File: config.mk
export PLATFORM = sky130hd
export DESIGN_NAME = dcc_top
export DESIGN_NICKNAME = d
export VERILOG_FILES = /design/src/hw/dcc_pkg.sv /design/src/hw/dcc_top.sv
export VERILOG_INCLUDE_DIRS = /design/src /design/src/hw
export SDC_FILE = /design/constraint.sdc
export NUM_CORES = 1
export LEC_CHECK = 0
export ABC_AREA = 1
export BUFFER_PORTS_ARGS = -buffer_cell sky130_fd_sc_hd__buf_4
export CORE_MARGIN = 2
export CORE_UTILIZATION = 35
export CTS_CLUSTER_DIAMETER = 40
export CTS_CLUSTER_SIZE = 40
export DETAILED_ROUTE_END_ITERATION = 12
export GPL_ROUTABILITY_DRIVEN = 0
export PLACE_DENSITY = 0.63
export SETUP_SLACK_MARGIN = 0.02
export SLEW_MARGIN = 40
export SYNTH_ARGS = -nofsm -noshare
export SYNTH_HDL_FRONTEND = slang
export SYNTH_SLANG_ARGS = --single-unit
File: constraint.sdc
create_clock -name clk_sys -period 3 [get_ports clk_sys]
set_input_delay 0.15 -clock clk_sys [delete_from_list [all_inputs] [get_ports clk_sys]]
set_output_delay 0.15 -clock clk_sys [all_outputs]
set_load 0.1 [all_outputs]
File: src/hw/dcc_consts.svh
`ifndef DCC_CONSTS_SVH
`define DCC_CONSTS_SVH

// Register byte offsets
`define DCC_OFF_CTRL      8'h00
`define DCC_OFF_GUARD     8'h04
`define DCC_OFF_STATUS    8'h08

// Control register fields
`define DCC_CTRL_DTR_LSB  0
`define DCC_CTRL_RPT_BIT  2
`define DCC_CTRL_ESC_LSB  8

// Reset values
`define DCC_RST_ESC       8'h2B
`define DCC_RST_GUARD_MS  16'h03E8
`define DCC_RST_DTR_MODE  2'h0

// Timing
`define DCC_CLK_NS        25
`define DCC_MS_NS         1000000

// Characters
`define DCC_CH_CR         8'h0D
`define DCC_CH_A          8'h41
`define DCC_CH_T          8'h54
`define DCC_CH_D          8'h44
`define DCC_CH_H          8'h48
`define DCC_CH_O          8'h4F
`define DCC_CH_MENU       8'h3F
`define DCC_CH_COLON      8'h3A
`define DCC_CH_DASH       8'h2D
`define DCC_CH_SPACE      8'h20
`define DCC_CH_ZERO       8'h30
`define DCC_CH_NINE       8'h39

// Dial string layout
`define DCC_DIG_DEPTH     16
`define DCC_DEST_DIGITS   5'h06

`endif

File: src/hw/dcc_pkg.sv
package dcc_pkg;

    typedef enum logic [1:0] {
        DCC_DTR_IGNORE,
        DCC_DTR_HANG_LOW,
        DCC_DTR_HANG_DROP,
        DCC_DTR_LOCAL_LOW
    } dcc_dtr_e;

    typedef enum logic [1:0] {
        DCC_RES_OK,
        DCC_RES_CONNECT,
        DCC_RES_NO_CARRIER,
        DCC_RES_ERROR
    } dcc_res_e;

    typedef enum {
        DCC_S_CMD,
        DCC_S_ROUTE,
        DCC_S_WAIT,
        DCC_S_ONLINE
    } dcc_state_e;

    typedef enum {
        DCC_P_IDLE,
        DCC_P_A,
        DCC_P_BODY
    } dcc_parse_e;

endpackage

File: src/hw/dcc_top.sv
// The register addresses and the APB slave port are this design's own decisions.
`timescale 1ns/100ps
`include "dcc_consts.svh"

// Behaviour
// - Hang-up command in local command state drops the link and answers OK.
// - Link closed by far end reports NO CARRIER to the terminal.
// - Ignore mode: terminal-ready has no effect on connection state.
// - Hang-up-on-low: low level drops link, even right after connecting.
// - Hang-up-on-drop: only a high-to-low edge drops the link.
// - Local-on-low: falling terminal-ready enters local command like escape.
// - Dial string routes through each listed repeater in order.
// - Dial-up repeater mode is selectable in configuration.
// - Repeater mode forces hang-up-on-drop terminal-ready behaviour.
// - Menu command opens the configuration menu.
// - Escape needs guard silence before and after; then local state, OK.
// - Online: all serial data forwarded; only the escape sequence is interpreted.
// - Dial carries four-digit destination and two-digit extension.
module dcc_top #(
    parameter int unsigned MS_CYCLES = `DCC_MS_NS / `DCC_CLK_NS
) (
    // Clock and reset
    input  wire logic        clk_sys,
    input  wire logic        rst_n,
    // APB slave
    input  wire logic [7:0]  paddr,
    input  wire logic        psel,
    input  wire logic        penable,
    input  wire logic        pwrite,
    input  wire logic [31:0] pwdata,
    output logic      [31:0] prdata,
    output logic             pready,
    output logic             pslverr,
    // Terminal side
    input  wire logic        dtr,
    input  wire logic        rx_valid,
    input  wire logic [7:0]  rx_data,
    output logic             res_valid,
    output logic      [1:0]  res_code,
    // Radio side
    output logic             fwd_valid,
    output logic      [7:0]  fwd_data,
    output logic             route_valid,
    output logic      [15:0] route_addr,
    output logic      [7:0]  route_ext,
    output logic             route_last,
    output logic             hangup_req,
    output logic             menu_open,
    input  wire logic        radio_connected,
    input  wire logic        radio_dropped
);

    dcc_pkg::dcc_state_e state_q, state_d;
    dcc_pkg::dcc_parse_e ph_q, ph_d;
    dcc_pkg::dcc_dtr_e   mode_q, mode_d, mode_eff;
    dcc_pkg::dcc_res_e   last_q, last_d;
    logic [3:0]  dig_q [`DCC_DIG_DEPTH];
    logic [3:0]  dig_d [`DCC_DIG_DEPTH];
    logic [7:0]  cmd_q, cmd_d, esc_ch_q, esc_ch_d;
    logic [4:0]  ndig_q, ndig_d;
    logic [2:0]  idx_q, idx_d, hops_q, hops_d;
    logic [1:0]  esc_q, esc_d, res_code_d;
    logic [15:0] sil_q, sil_d, pre_q, pre_d, guard_q, guard_d;
    logic        bad_q, bad_d, link_q, link_d, rpt_q, rpt_d, dtr_prev_q;
    logic [31:0] prdata_d;
    logic        pready_d, pslverr_d, res_valid_d, fwd_valid_d, route_valid_d;
    logic        route_last_d, hangup_d, menu_d;
    logic [7:0]  fwd_data_d, route_ext_d;
    logic [15:0] route_addr_d;
    logic        tick, fall, hang, to_local, apb_wr, is_digit, is_sep;
    logic [3:0]  rb, db;

    always_comb begin
        for (int i = 0; i < `DCC_DIG_DEPTH; i++) begin
            dig_d[i] = dig_q[i];
        end
        state_d       = state_q;
        ph_d          = ph_q;
        cmd_d         = cmd_q;
        ndig_d        = ndig_q;
        bad_d         = bad_q;
        idx_d         = idx_q;
        hops_d        = hops_q;
        link_d        = link_q;
        esc_d         = esc_q;
        last_d        = last_q;
        mode_d        = mode_q;
        rpt_d         = rpt_q;
        esc_ch_d      = esc_ch_q;
        guard_d       = guard_q;
        res_valid_d   = 1'b0;
        res_code_d    = res_code;
        fwd_valid_d   = 1'b0;
        fwd_data_d    = fwd_data;
        route_valid_d = 1'b0;
        route_addr_d  = route_addr;
        route_ext_d   = route_ext;
        route_last_d  = 1'b0;
        hangup_d      = 1'b0;
        menu_d        = 1'b0;

        // Millisecond timebase for the guard window
        tick  = (pre_q == 16'(MS_CYCLES - 1));
        pre_d = tick ? 16'h0000 : pre_q + 16'h0001;
        if (rx_valid) begin
            sil_d = 16'h0000;
        end else if (tick && sil_q != 16'hFFFF) begin
            sil_d = sil_q + 16'h0001;
        end else begin
            sil_d = sil_q;
        end

        // APB: zero wait states, answer prepared in the setup cycle
        pready_d  = psel & ~penable;
        pslverr_d = 1'b0;
        prdata_d  = 32'h0000_0000;
        apb_wr    = psel & penable & pwrite & pready;
        if (psel && !penable) begin
            case (paddr)
                `DCC_OFF_CTRL: begin
                    prdata_d = {16'h0000, esc_ch_q, 5'h00, rpt_q, mode_q};
                end
                `DCC_OFF_GUARD: begin
                    prdata_d = {16'h0000, guard_q};
                end
                `DCC_OFF_STATUS: begin
                    prdata_d = {20'h00000, 2'(state_q), 3'h0, 2'(last_q), 2'h0, link_q, 2'h0};
                end
                default: begin
                    pslverr_d = 1'b1;
                end
            endcase
        end
        if (apb_wr && paddr == `DCC_OFF_CTRL) begin
            mode_d   = dcc_pkg::dcc_dtr_e'(pwdata[`DCC_CTRL_DTR_LSB +: 2]);
            rpt_d    = pwdata[`DCC_CTRL_RPT_BIT];
            esc_ch_d = pwdata[`DCC_CTRL_ESC_LSB +: 8];
        end
        if (apb_wr && paddr == `DCC_OFF_GUARD) begin
            guard_d = pwdata[15:0];
        end

        mode_eff = rpt_q ? dcc_pkg::DCC_DTR_HANG_DROP : mode_q;
        fall     = dtr_prev_q & ~dtr;
        hang     = link_q && ((mode_eff == dcc_pkg::DCC_DTR_HANG_LOW && !dtr) ||
                              (mode_eff == dcc_pkg::DCC_DTR_HANG_DROP && fall));
        to_local = state_q == dcc_pkg::DCC_S_ONLINE &&
                   ((mode_eff == dcc_pkg::DCC_DTR_LOCAL_LOW && fall) ||
                    (esc_q == 2'h3 && sil_q >= guard_q && !rx_valid));
        is_digit = rx_data >= `DCC_CH_ZERO && rx_data <= `DCC_CH_NINE;
        is_sep   = rx_data == `DCC_CH_COLON || rx_data == `DCC_CH_DASH ||
                   rx_data == `DCC_CH_SPACE;
        rb       = {idx_q, 1'b0};
        db       = 4'(ndig_q - `DCC_DEST_DIGITS);

        if (radio_dropped && link_q) begin
            link_d      = 1'b0;
            state_d     = dcc_pkg::DCC_S_CMD;
            res_valid_d = 1'b1;
            res_code_d  = dcc_pkg::DCC_RES_NO_CARRIER;
        end else if (hang) begin
            link_d      = 1'b0;
            hangup_d    = 1'b1;
            state_d     = dcc_pkg::DCC_S_CMD;
            res_valid_d = 1'b1;
            res_code_d  = dcc_pkg::DCC_RES_NO_CARRIER;
        end else if (to_local) begin
            state_d     = dcc_pkg::DCC_S_CMD;
            esc_d       = 2'h0;
            res_valid_d = 1'b1;
            res_code_d  = dcc_pkg::DCC_RES_OK;
        end else begin
            case (state_q)
                dcc_pkg::DCC_S_ONLINE: begin
                    if (rx_valid) begin
                        fwd_valid_d = 1'b1;
                        fwd_data_d  = rx_data;
                        if (rx_data == esc_ch_q && esc_q != 2'h3 &&
                            (esc_q != 2'h0 || sil_q >= guard_q)) begin
                            esc_d = esc_q + 2'h1;
                        end else begin
                            esc_d = 2'h0;
                        end
                    end
                end
                dcc_pkg::DCC_S_ROUTE, dcc_pkg::DCC_S_WAIT: begin
                    if (rx_valid) begin
                        // Any keystroke aborts the call attempt
                        hangup_d    = 1'b1;
                        state_d     = dcc_pkg::DCC_S_CMD;
                        res_valid_d = 1'b1;
                        res_code_d  = dcc_pkg::DCC_RES_NO_CARRIER;
                    end else if (state_q == dcc_pkg::DCC_S_ROUTE) begin
                        route_valid_d = 1'b1;
                        if (idx_q < hops_q) begin
                            route_addr_d = {8'h00, dig_q[rb], dig_q[rb + 4'h1]};
                            route_ext_d  = 8'h00;
                            idx_d        = idx_q + 3'h1;
                        end else begin
                            route_addr_d = {dig_q[db], dig_q[db + 4'h1],
                                            dig_q[db + 4'h2], dig_q[db + 4'h3]};
                            route_ext_d  = {dig_q[db + 4'h4], dig_q[db + 4'h5]};
                            route_last_d = 1'b1;
                            state_d      = dcc_pkg::DCC_S_WAIT;
                        end
                    end else if (radio_connected) begin
                        link_d      = 1'b1;
                        esc_d       = 2'h0;
                        state_d     = dcc_pkg::DCC_S_ONLINE;
                        res_valid_d = 1'b1;
                        res_code_d  = dcc_pkg::DCC_RES_CONNECT;
                    end else if (radio_dropped) begin
                        state_d     = dcc_pkg::DCC_S_CMD;
                        res_valid_d = 1'b1;
                        res_code_d  = dcc_pkg::DCC_RES_NO_CARRIER;
                    end
                end
                dcc_pkg::DCC_S_CMD: begin
                    if (rx_valid) begin
                        case (ph_q)
                            dcc_pkg::DCC_P_IDLE: begin
                                if (rx_data == `DCC_CH_A) begin
                                    ph_d = dcc_pkg::DCC_P_A;
                                end
                            end
                            dcc_pkg::DCC_P_A: begin
                                ph_d   = (rx_data == `DCC_CH_T) ? dcc_pkg::DCC_P_BODY
                                                                : dcc_pkg::DCC_P_IDLE;
                                cmd_d  = 8'h00;
                                ndig_d = 5'h00;
                                bad_d  = 1'b0;
                            end
                            dcc_pkg::DCC_P_BODY: begin
                                if (rx_data != `DCC_CH_CR) begin
                                    if (cmd_q == 8'h00) begin
                                        cmd_d = rx_data;
                                    end else if (cmd_q == `DCC_CH_D && is_digit &&
                                                 ndig_q != 5'(`DCC_DIG_DEPTH)) begin
                                        dig_d[ndig_q[3:0]] = rx_data[3:0];
                                        ndig_d             = ndig_q + 5'h01;
                                    end else if (!(cmd_q == `DCC_CH_D && is_sep)) begin
                                        bad_d = 1'b1;
                                    end
                                end else begin
                                    ph_d        = dcc_pkg::DCC_P_IDLE;
                                    res_valid_d = 1'b1;
                                    res_code_d  = dcc_pkg::DCC_RES_OK;
                                    if (bad_q) begin
                                        res_code_d = dcc_pkg::DCC_RES_ERROR;
                                    end else if (cmd_q == `DCC_CH_H) begin
                                        hangup_d = link_q;
                                        link_d   = 1'b0;
                                    end else if (cmd_q == `DCC_CH_O) begin
                                        if (link_q) begin
                                            state_d    = dcc_pkg::DCC_S_ONLINE;
                                            esc_d      = 2'h0;
                                            res_code_d = dcc_pkg::DCC_RES_CONNECT;
                                        end else begin
                                            res_code_d = dcc_pkg::DCC_RES_ERROR;
                                        end
                                    end else if (cmd_q == `DCC_CH_MENU) begin
                                        menu_d = 1'b1;
                                    end else if (cmd_q == `DCC_CH_D) begin
                                        // even count of at least six digits
                                        if (link_q || ndig_q < `DCC_DEST_DIGITS ||
                                            ndig_q[0]) begin
                                            res_code_d = dcc_pkg::DCC_RES_ERROR;
                                        end else begin
                                            res_valid_d = 1'b0;
                                            res_code_d  = res_code;
                                            idx_d       = 3'h0;
                                            hops_d      = 3'((ndig_q - `DCC_DEST_DIGITS) >> 1);
                                            state_d     = dcc_pkg::DCC_S_ROUTE;
                                        end
                                    end else if (cmd_q != 8'h00) begin
                                        res_code_d = dcc_pkg::DCC_RES_ERROR;
                                    end
                                end
                            end
                            default: begin
                                ph_d = dcc_pkg::DCC_P_IDLE;
                            end
                        endcase
                    end
                end
                default: begin
                    state_d = dcc_pkg::DCC_S_CMD;
                end
            endcase
        end
        if (res_valid_d) begin
            last_d = dcc_pkg::dcc_res_e'(res_code_d);
        end
    end

    always_ff @(posedge clk_sys) begin
        if (!rst_n) begin
            for (int i = 0; i < `DCC_DIG_DEPTH; i++) begin
                dig_q[i] <= 4'h0;
            end
            state_q     <= dcc_pkg::DCC_S_CMD;
            ph_q        <= dcc_pkg::DCC_P_IDLE;
            mode_q      <= dcc_pkg::dcc_dtr_e'(`DCC_RST_DTR_MODE);
            last_q      <= dcc_pkg::DCC_RES_OK;
            cmd_q       <= 8'h00;
            esc_ch_q    <= `DCC_RST_ESC;
            ndig_q      <= 5'h00;
            idx_q       <= 3'h0;
            hops_q      <= 3'h0;
            esc_q       <= 2'h0;
            sil_q       <= 16'h0000;
            pre_q       <= 16'h0000;
            guard_q     <= `DCC_RST_GUARD_MS;
            bad_q       <= 1'b0;
            link_q      <= 1'b0;
            rpt_q       <= 1'b0;
            dtr_prev_q  <= 1'b0;
            prdata      <= 32'h0000_0000;
            pready      <= 1'b0;
            pslverr     <= 1'b0;
            res_valid   <= 1'b0;
            res_code    <= 2'h0;
            fwd_valid   <= 1'b0;
            fwd_data    <= 8'h00;
            route_valid <= 1'b0;
            route_addr  <= 16'h0000;
            route_ext   <= 8'h00;
            route_last  <= 1'b0;
            hangup_req  <= 1'b0;
            menu_open   <= 1'b0;
        end else begin
            dig_q       <= dig_d;
            state_q     <= state_d;
            ph_q        <= ph_d;
            mode_q      <= mode_d;
            last_q      <= last_d;
            cmd_q       <= cmd_d;
            esc_ch_q    <= esc_ch_d;
            ndig_q      <= ndig_d;
            idx_q       <= idx_d;
            hops_q      <= hops_d;
            esc_q       <= esc_d;
            sil_q       <= sil_d;
            pre_q       <= pre_d;
            guard_q     <= guard_d;
            bad_q       <= bad_d;
            link_q      <= link_d;
            rpt_q       <= rpt_d;
            dtr_prev_q  <= dtr;
            prdata      <= prdata_d;
            pready      <= pready_d;
            pslverr     <= pslverr_d;
            res_valid   <= res_valid_d;
            res_code    <= res_code_d;
            fwd_valid   <= fwd_valid_d;
            fwd_data    <= fwd_data_d;
            route_valid <= route_valid_d;
            route_addr  <= route_addr_d;
            route_ext   <= route_ext_d;
            route_last  <= route_last_d;
            hangup_req  <= hangup_d;
            menu_open   <= menu_d;
        end
    end

endmodule // dcc_top

* Word-level counts from Yosys, hierarchy flattened
Index checks and enable logic that the tools add are counted.
** Operators by class
- Add/sub/neg operators :: 12
- Order comparisons :: 15
- Equal/unequal tests :: 68
- Mux-type cells :: 148
- Bitwise gates (word level) :: 33
- Reductions and logical operators :: 62
** Operators with widths (number)
- 32-bit 2-to-1 mux :: 17
- 32-bit one-hot mux with 3 select lines :: 2
- 4-bit binary-select mux with 4-bit select :: 8
- 32-bit by 2-bit equality test with 1-bit output (second input constant) :: 4
- 4-bit 2-to-1 mux :: 17
- 2-bit 2-to-1 mux :: 33
- 64-bit bitwise mux :: 1
- 32-bit by 1-bit equality test with 1-bit output (second input constant) :: 2
- 32-bit zero test :: 2
- 2-bit inequality test (second input constant) :: 24
- 16-bit one-hot mux with 3 select lines :: 1
- 5-bit greater-or-equal comparator (second input constant) :: 9
- 3-bit inequality test (second input constant) :: 15
- 4-bit NOT with 5-bit output :: 9
- 8-bit by 7-bit equality test with 1-bit output (second input constant) :: 5
- 1-bit 2-to-1 mux :: 40
- 3-bit 2-to-1 mux :: 12
- 16-bit by 1-bit adder with 16-bit output (second input constant) :: 2
- 32-bit by 3-bit equality test with 1-bit output (second input constant) :: 1
- 8-bit by 6-bit equality test with 1-bit output (second input constant) :: 4
- 8-bit 2-to-1 mux :: 3
- 10-bit AND reduction :: 2
- 1-bit logical AND :: 19
- 1-bit NOT :: 19
- other kinds (56) :: 87
** Storage, ports and cells
- Flip-flop bits (word level) :: 287
- Input bits :: 57
- Output and inout bits :: 74
- Word-level logic and storage cells :: 384

* Depth between registers and ports, before layout
- Depth in word-level cells :: 16
- Depth in mapped cells :: 20
- Gate-level depth less buffers :: 19

* Least setup slack after synthesis
OpenSTA, ideal clock, no wires.
- Kind :: reg-to-reg
- Start :: register ndig_q[1]
- End :: register route_ext[2]
- Arrival time :: 2.443 ns
- Setup slack :: 0.487 ns
- Stages on the path, launching flop included :: 12
- Buffers on the path :: 2
- Cell sequence :: dfxtp_1 clkinv_1 ha_1 buf_2 xor2_2 inv_1 clkbuf_1 a21oi_1 o21ai_1 a21oi_1 nand4_1 a21oi_1
** Between the ends
- Longest elaborated chain between the ends :: 7
** RTL lines
- from (decl) :: line dcc_top.sv:60 : logic [4:0] ndig_q, ndig_d;
- from (signal assigned) :: line dcc_top.sv:339 : ndig_q <= ndig_d;
- 4-bit by 3-bit subtractor with 4-bit output (no line)
- net db[1] :: line dcc_top.sv:71 : logic [3:0] rb, db;
- 4-bit by 3-bit adder with 4-bit output :: line dcc_top.sv:202 : route_ext_d = {dig_q[db + 4'h4], dig_q[db + 4'h5]};
- 4-bit NOT with 5-bit output (implied by the code) :: line dcc_top.sv:202
- 4-bit binary-select mux with 4-bit select :: line dcc_top.sv:202
- 4-bit 2-to-1 mux (implied by the code) (2 in series) :: line dcc_top.sv:202
- 8-bit 2-to-1 mux :: line dcc_top.sv:195 : if (idx_q < hops_q) begin
- to (signal assigned) :: line dcc_top.sv:359 : route_ext <= route_ext_d;
- to (decl) :: line dcc_top.sv:45 : output logic [7:0] route_ext,
The timed path passes the listed nets, and every way through them passes these cells. The select of a mux whose other input is x is not followed.
A chain may end at the register's enable or synchronous reset.

* Worst setup path after layout
- Start :: register ndig_q[1]
- End :: register route_ext[3]
The elaborated chain is that of the path after synthesis.

==> summary.md <==
| Metric | Value |
|---|---|
| Total wire length | `43000 um` |
| Die height | `198 um` |
| Setup TNS | `0 ns` |
| Root Buffer | `clkbuf_16` |
| Placeable Area | `0.0368 sq mm` |
| Initial core utilization | `35.7%` |
| Post-layout nets | `2244` |
| Die area | `0.0391 sq mm` |
| Maximum clock path buffer count | `3` |
| Vias per std cell | `5.22` |
| Port-buffer cells | `98` |
| Cell Area, Synth | `0.0131 sq mm` |
| Vias | `13.8k` |
| Count of pins over their slew limit | `0` |
| Largest net degree at the start of global routing | `97` |
| DP Cell Count | `2553` |
| Least-Margin Pin Slew | `0.773 ns` |
| Number of synthesized flops with an enable pin | `0` |
| HP Class | `in -> reg` |
| Synth cell types | `59` |
| Non-filler cells in the finished layout | `2644` |
| First-pass GRT wire length | `68200 um` |
| Peak supply drop | `0.000463 V` |
| H-tree Lvls | `2` |
| Yosys top cell by area | `dfxtp_1` |
| Share of the synthesized area in the top cell type | `32.2%` |
| GRT Overall Usage | `21.9%` |
| CTS tree | `yes` |
| Syn Area/Cell | `6.42 sq um` |
| Static leakage | `6.55 nW` |
| Sequential area share after synthesis | `32.2%` |
| Met2 WL | `19300 um` |
| Clock-pin slew of the registers on the worst-case setup and hold paths | `0.06 ns` |
| Worst-skew pair later-pin latency | `0.53 ns` |
| CP max FO | `7` |
| Share of cells above drive strength 1 | `11.5%` |
| Worst setup path category | `reg -> reg` |
| Place WS | `0.270 ns` |
| Fin Clk Skew | `0.0261 ns` |
| Max_cap viols | `0` |
| Syn Inst Count | `2047` |
| Ys Warns | `0` |
| Final ANT Viol Nets | `0` |
| I/O pin count | `131` |
| Final period util | `90.3%` |
| Top Layer Used | `met5` |
| Row cnt | `70` |
| Element type at the critical path end | `register` |
| CP Launch Type | `register` |
| Most common cell in the netlist | `nand2_1` |
| DP Wirelength | `31900 um` |
| Commonest cells in the netlist | `nand2_1 (468), nor2_1 (273), dfxtp_1 (211), inv_1 (201), o21ai_0 (197)` |
| PwrDens | `513 mW/mm^2` |
| Clock sink count | `211` |
| M1 WL | `19000 um` |
| Status | `completed` |
| # DRC | `0` |
| Tmin final | `2.71 ns` |
| Synth async-reset ratio | `0%` |
| Max Freq | `0.369 GHz` |
| Initial drt markers | `1413` |
| Flop and latch count out of synthesis | `211` |
| Initial antenna violation count | `2` |
| RSZ-0062 raised after global routing | `no` |
| Routed WL per cell | `16.3 um` |
| WP data arrival | `3.15 ns` |
| Vias in the first global route | `12.8k` |
| Final setup viols | `0` |
| Antenna Cells | `0` |
| Hold WS | `0.0249 ns` |
| Critical Path RT | `3.44 ns` |
| Die X | `198 um` |
| Total gr overflow | `0` |
| Wire length on met3 | `2770 um` |
| Synthesis-to-finish area growth | `20.0%` |
| Worst slew margin | `47.9%` |
| Fin worst setup slack | `0.292 ns` |
| Synth Flop Type | `dfxtp_1` |
| First-pass iteration count of the detailed router | `7` |
| CTS buffer count | `37` |
| Final hold vios | `0` |
| Area contributors post-synth | `dfxtp_1 (32%), nand2_1 (13%), nor2_1 (7.8%), o21ai_0 (7.5%), inv_1 (5.7%)` |
[sequential cells by signal, indices dropped and copies added (netlist names), 2 cells and up]
name / cells
hops_q: 3
guard_q: 16
pre_q: 16
res_code: 2
prdata: 16
dig_q: 64
ndig_q: 5
last_q: 2
route_ext: 8
cmd_q: 8
idx_q: 3
route_addr: 16
mode_q: 2
sil_q: 16
state_q: 2
esc_q: 2
esc_ch_q: 8
fwd_data: 8
ph_q: 2
[power breakdown]
part	switching [mW]	internal [mW]	leakage (nW)
registers	0.0196	2.83	1.70
logic	0.787	0.330	4.27
clock network	1.55	2.58	0.584
[cell type report]
type,count,area (sq um)
Fill cell,3811,21000
Multi-Input combinational cell,1514,7530
Timing Repair Buffer,172,1390
Clock buffer,45,996
Tap cell,468,586
Sequential cell,211,4230
Clock inverter,21,218
Inverter,213,807
[critical path, cell delays in order, from the launching register on]
cell and delay [ns]:
dfxtp_2 0.38, clkinv_1 0.22, ha_1 0.54, a21oi_1 0.09
xnor2_1 0.45, inv_1 0.23, a21oi_1 0.17, o21ai_0 0.10
a21oi_1 0.19, nand4_1 0.12, a21oi_1 0.15
[worst paths after layout]
| kind | slack (ns) | startpoint | to | cells past startpoint |
|---|---|---|---|---|
| worst max register to register | 0.29 | ndig_q[1] | route_ext[3] | 10 |
| worst max-delay path | 0.29 | ndig_q[1] | route_ext[3] | 10 |
| worst min register to register | 0.45 | pre_q[0] | pre_q[0] | 1 |
| worst min-delay path | 0.02 | rx_valid | fwd_valid | 3 |
[timing repair]
| item | 4_1_cts | 5_1_grt |
|---|---|---|
| setup buffers | 0 | 1 |
| hold buffers | 24 | 0 |
| resized for setup | 0 | 1 |
| setup endpoints to repair | 0 | 54 |
| endpoints found under the hold margin | 40 | 0 |
[metrics by stage]
step / cell area (sq um) / util (%) / power [mW]
4_1_cts: 15700 / 42.8 / 8.14
3_3_place_gp: 14300 / 38.8 / 3.96
3_5_place_dp: 14300 / 38.8 / 3.98
5_1_grt: 15800 / 42.8 / 8.41
6_report: 15800 / 42.8 / 8.09
2_1_floorplan: 13200 / - / 3.69
[layer usage]
| metal | GRT usage (%) | vias up |
|---|---|---|
| met4 | 10.1 | 2 |
| met2 | 35.6 | 494 |
| li1 | - | 6959 |
| met1 | 27.9 | 6247 |
| met3 | 4.39 | 111 |
| met5 | 0 | - |
[placed cells by master (no fill, tap or decap), drive strengths merged, types with 10 or more instances in the layout]
| cell | n |
|---|---|
| o21ai | 201 |
| clkbuf | 45 |
| o211ai | 57 |
| o22ai | 10 |
| a21oi | 135 |
| nand3 | 126 |
| inv | 220 |
| dfxtp | 211 |
| conb | 16 |
| nor2 | 288 |
| nand4 | 65 |
| xor2 | 11 |
| nor3 | 28 |
| ha | 38 |
| buf | 148 |
| nand2 | 470 |
| dlygate4sd3 | 24 |
[cells by family after synthesis]
family | after synthesis | share of synthesized area [%]
xor gates and xnor gates | 17 | 1.19
and+or+nand+nor | 996 | 32.7
DFF | 211 | 32.2
muxes | 4 | 0.305
AOI/OAI and AO/OA | 443 | 19.0
buffers and inverters | 337 | 11.0
adders and majority gates | 38 | 3.62
other | 1 | 0.0286
No activity file was read; power rests on OpenSTA's default activity.
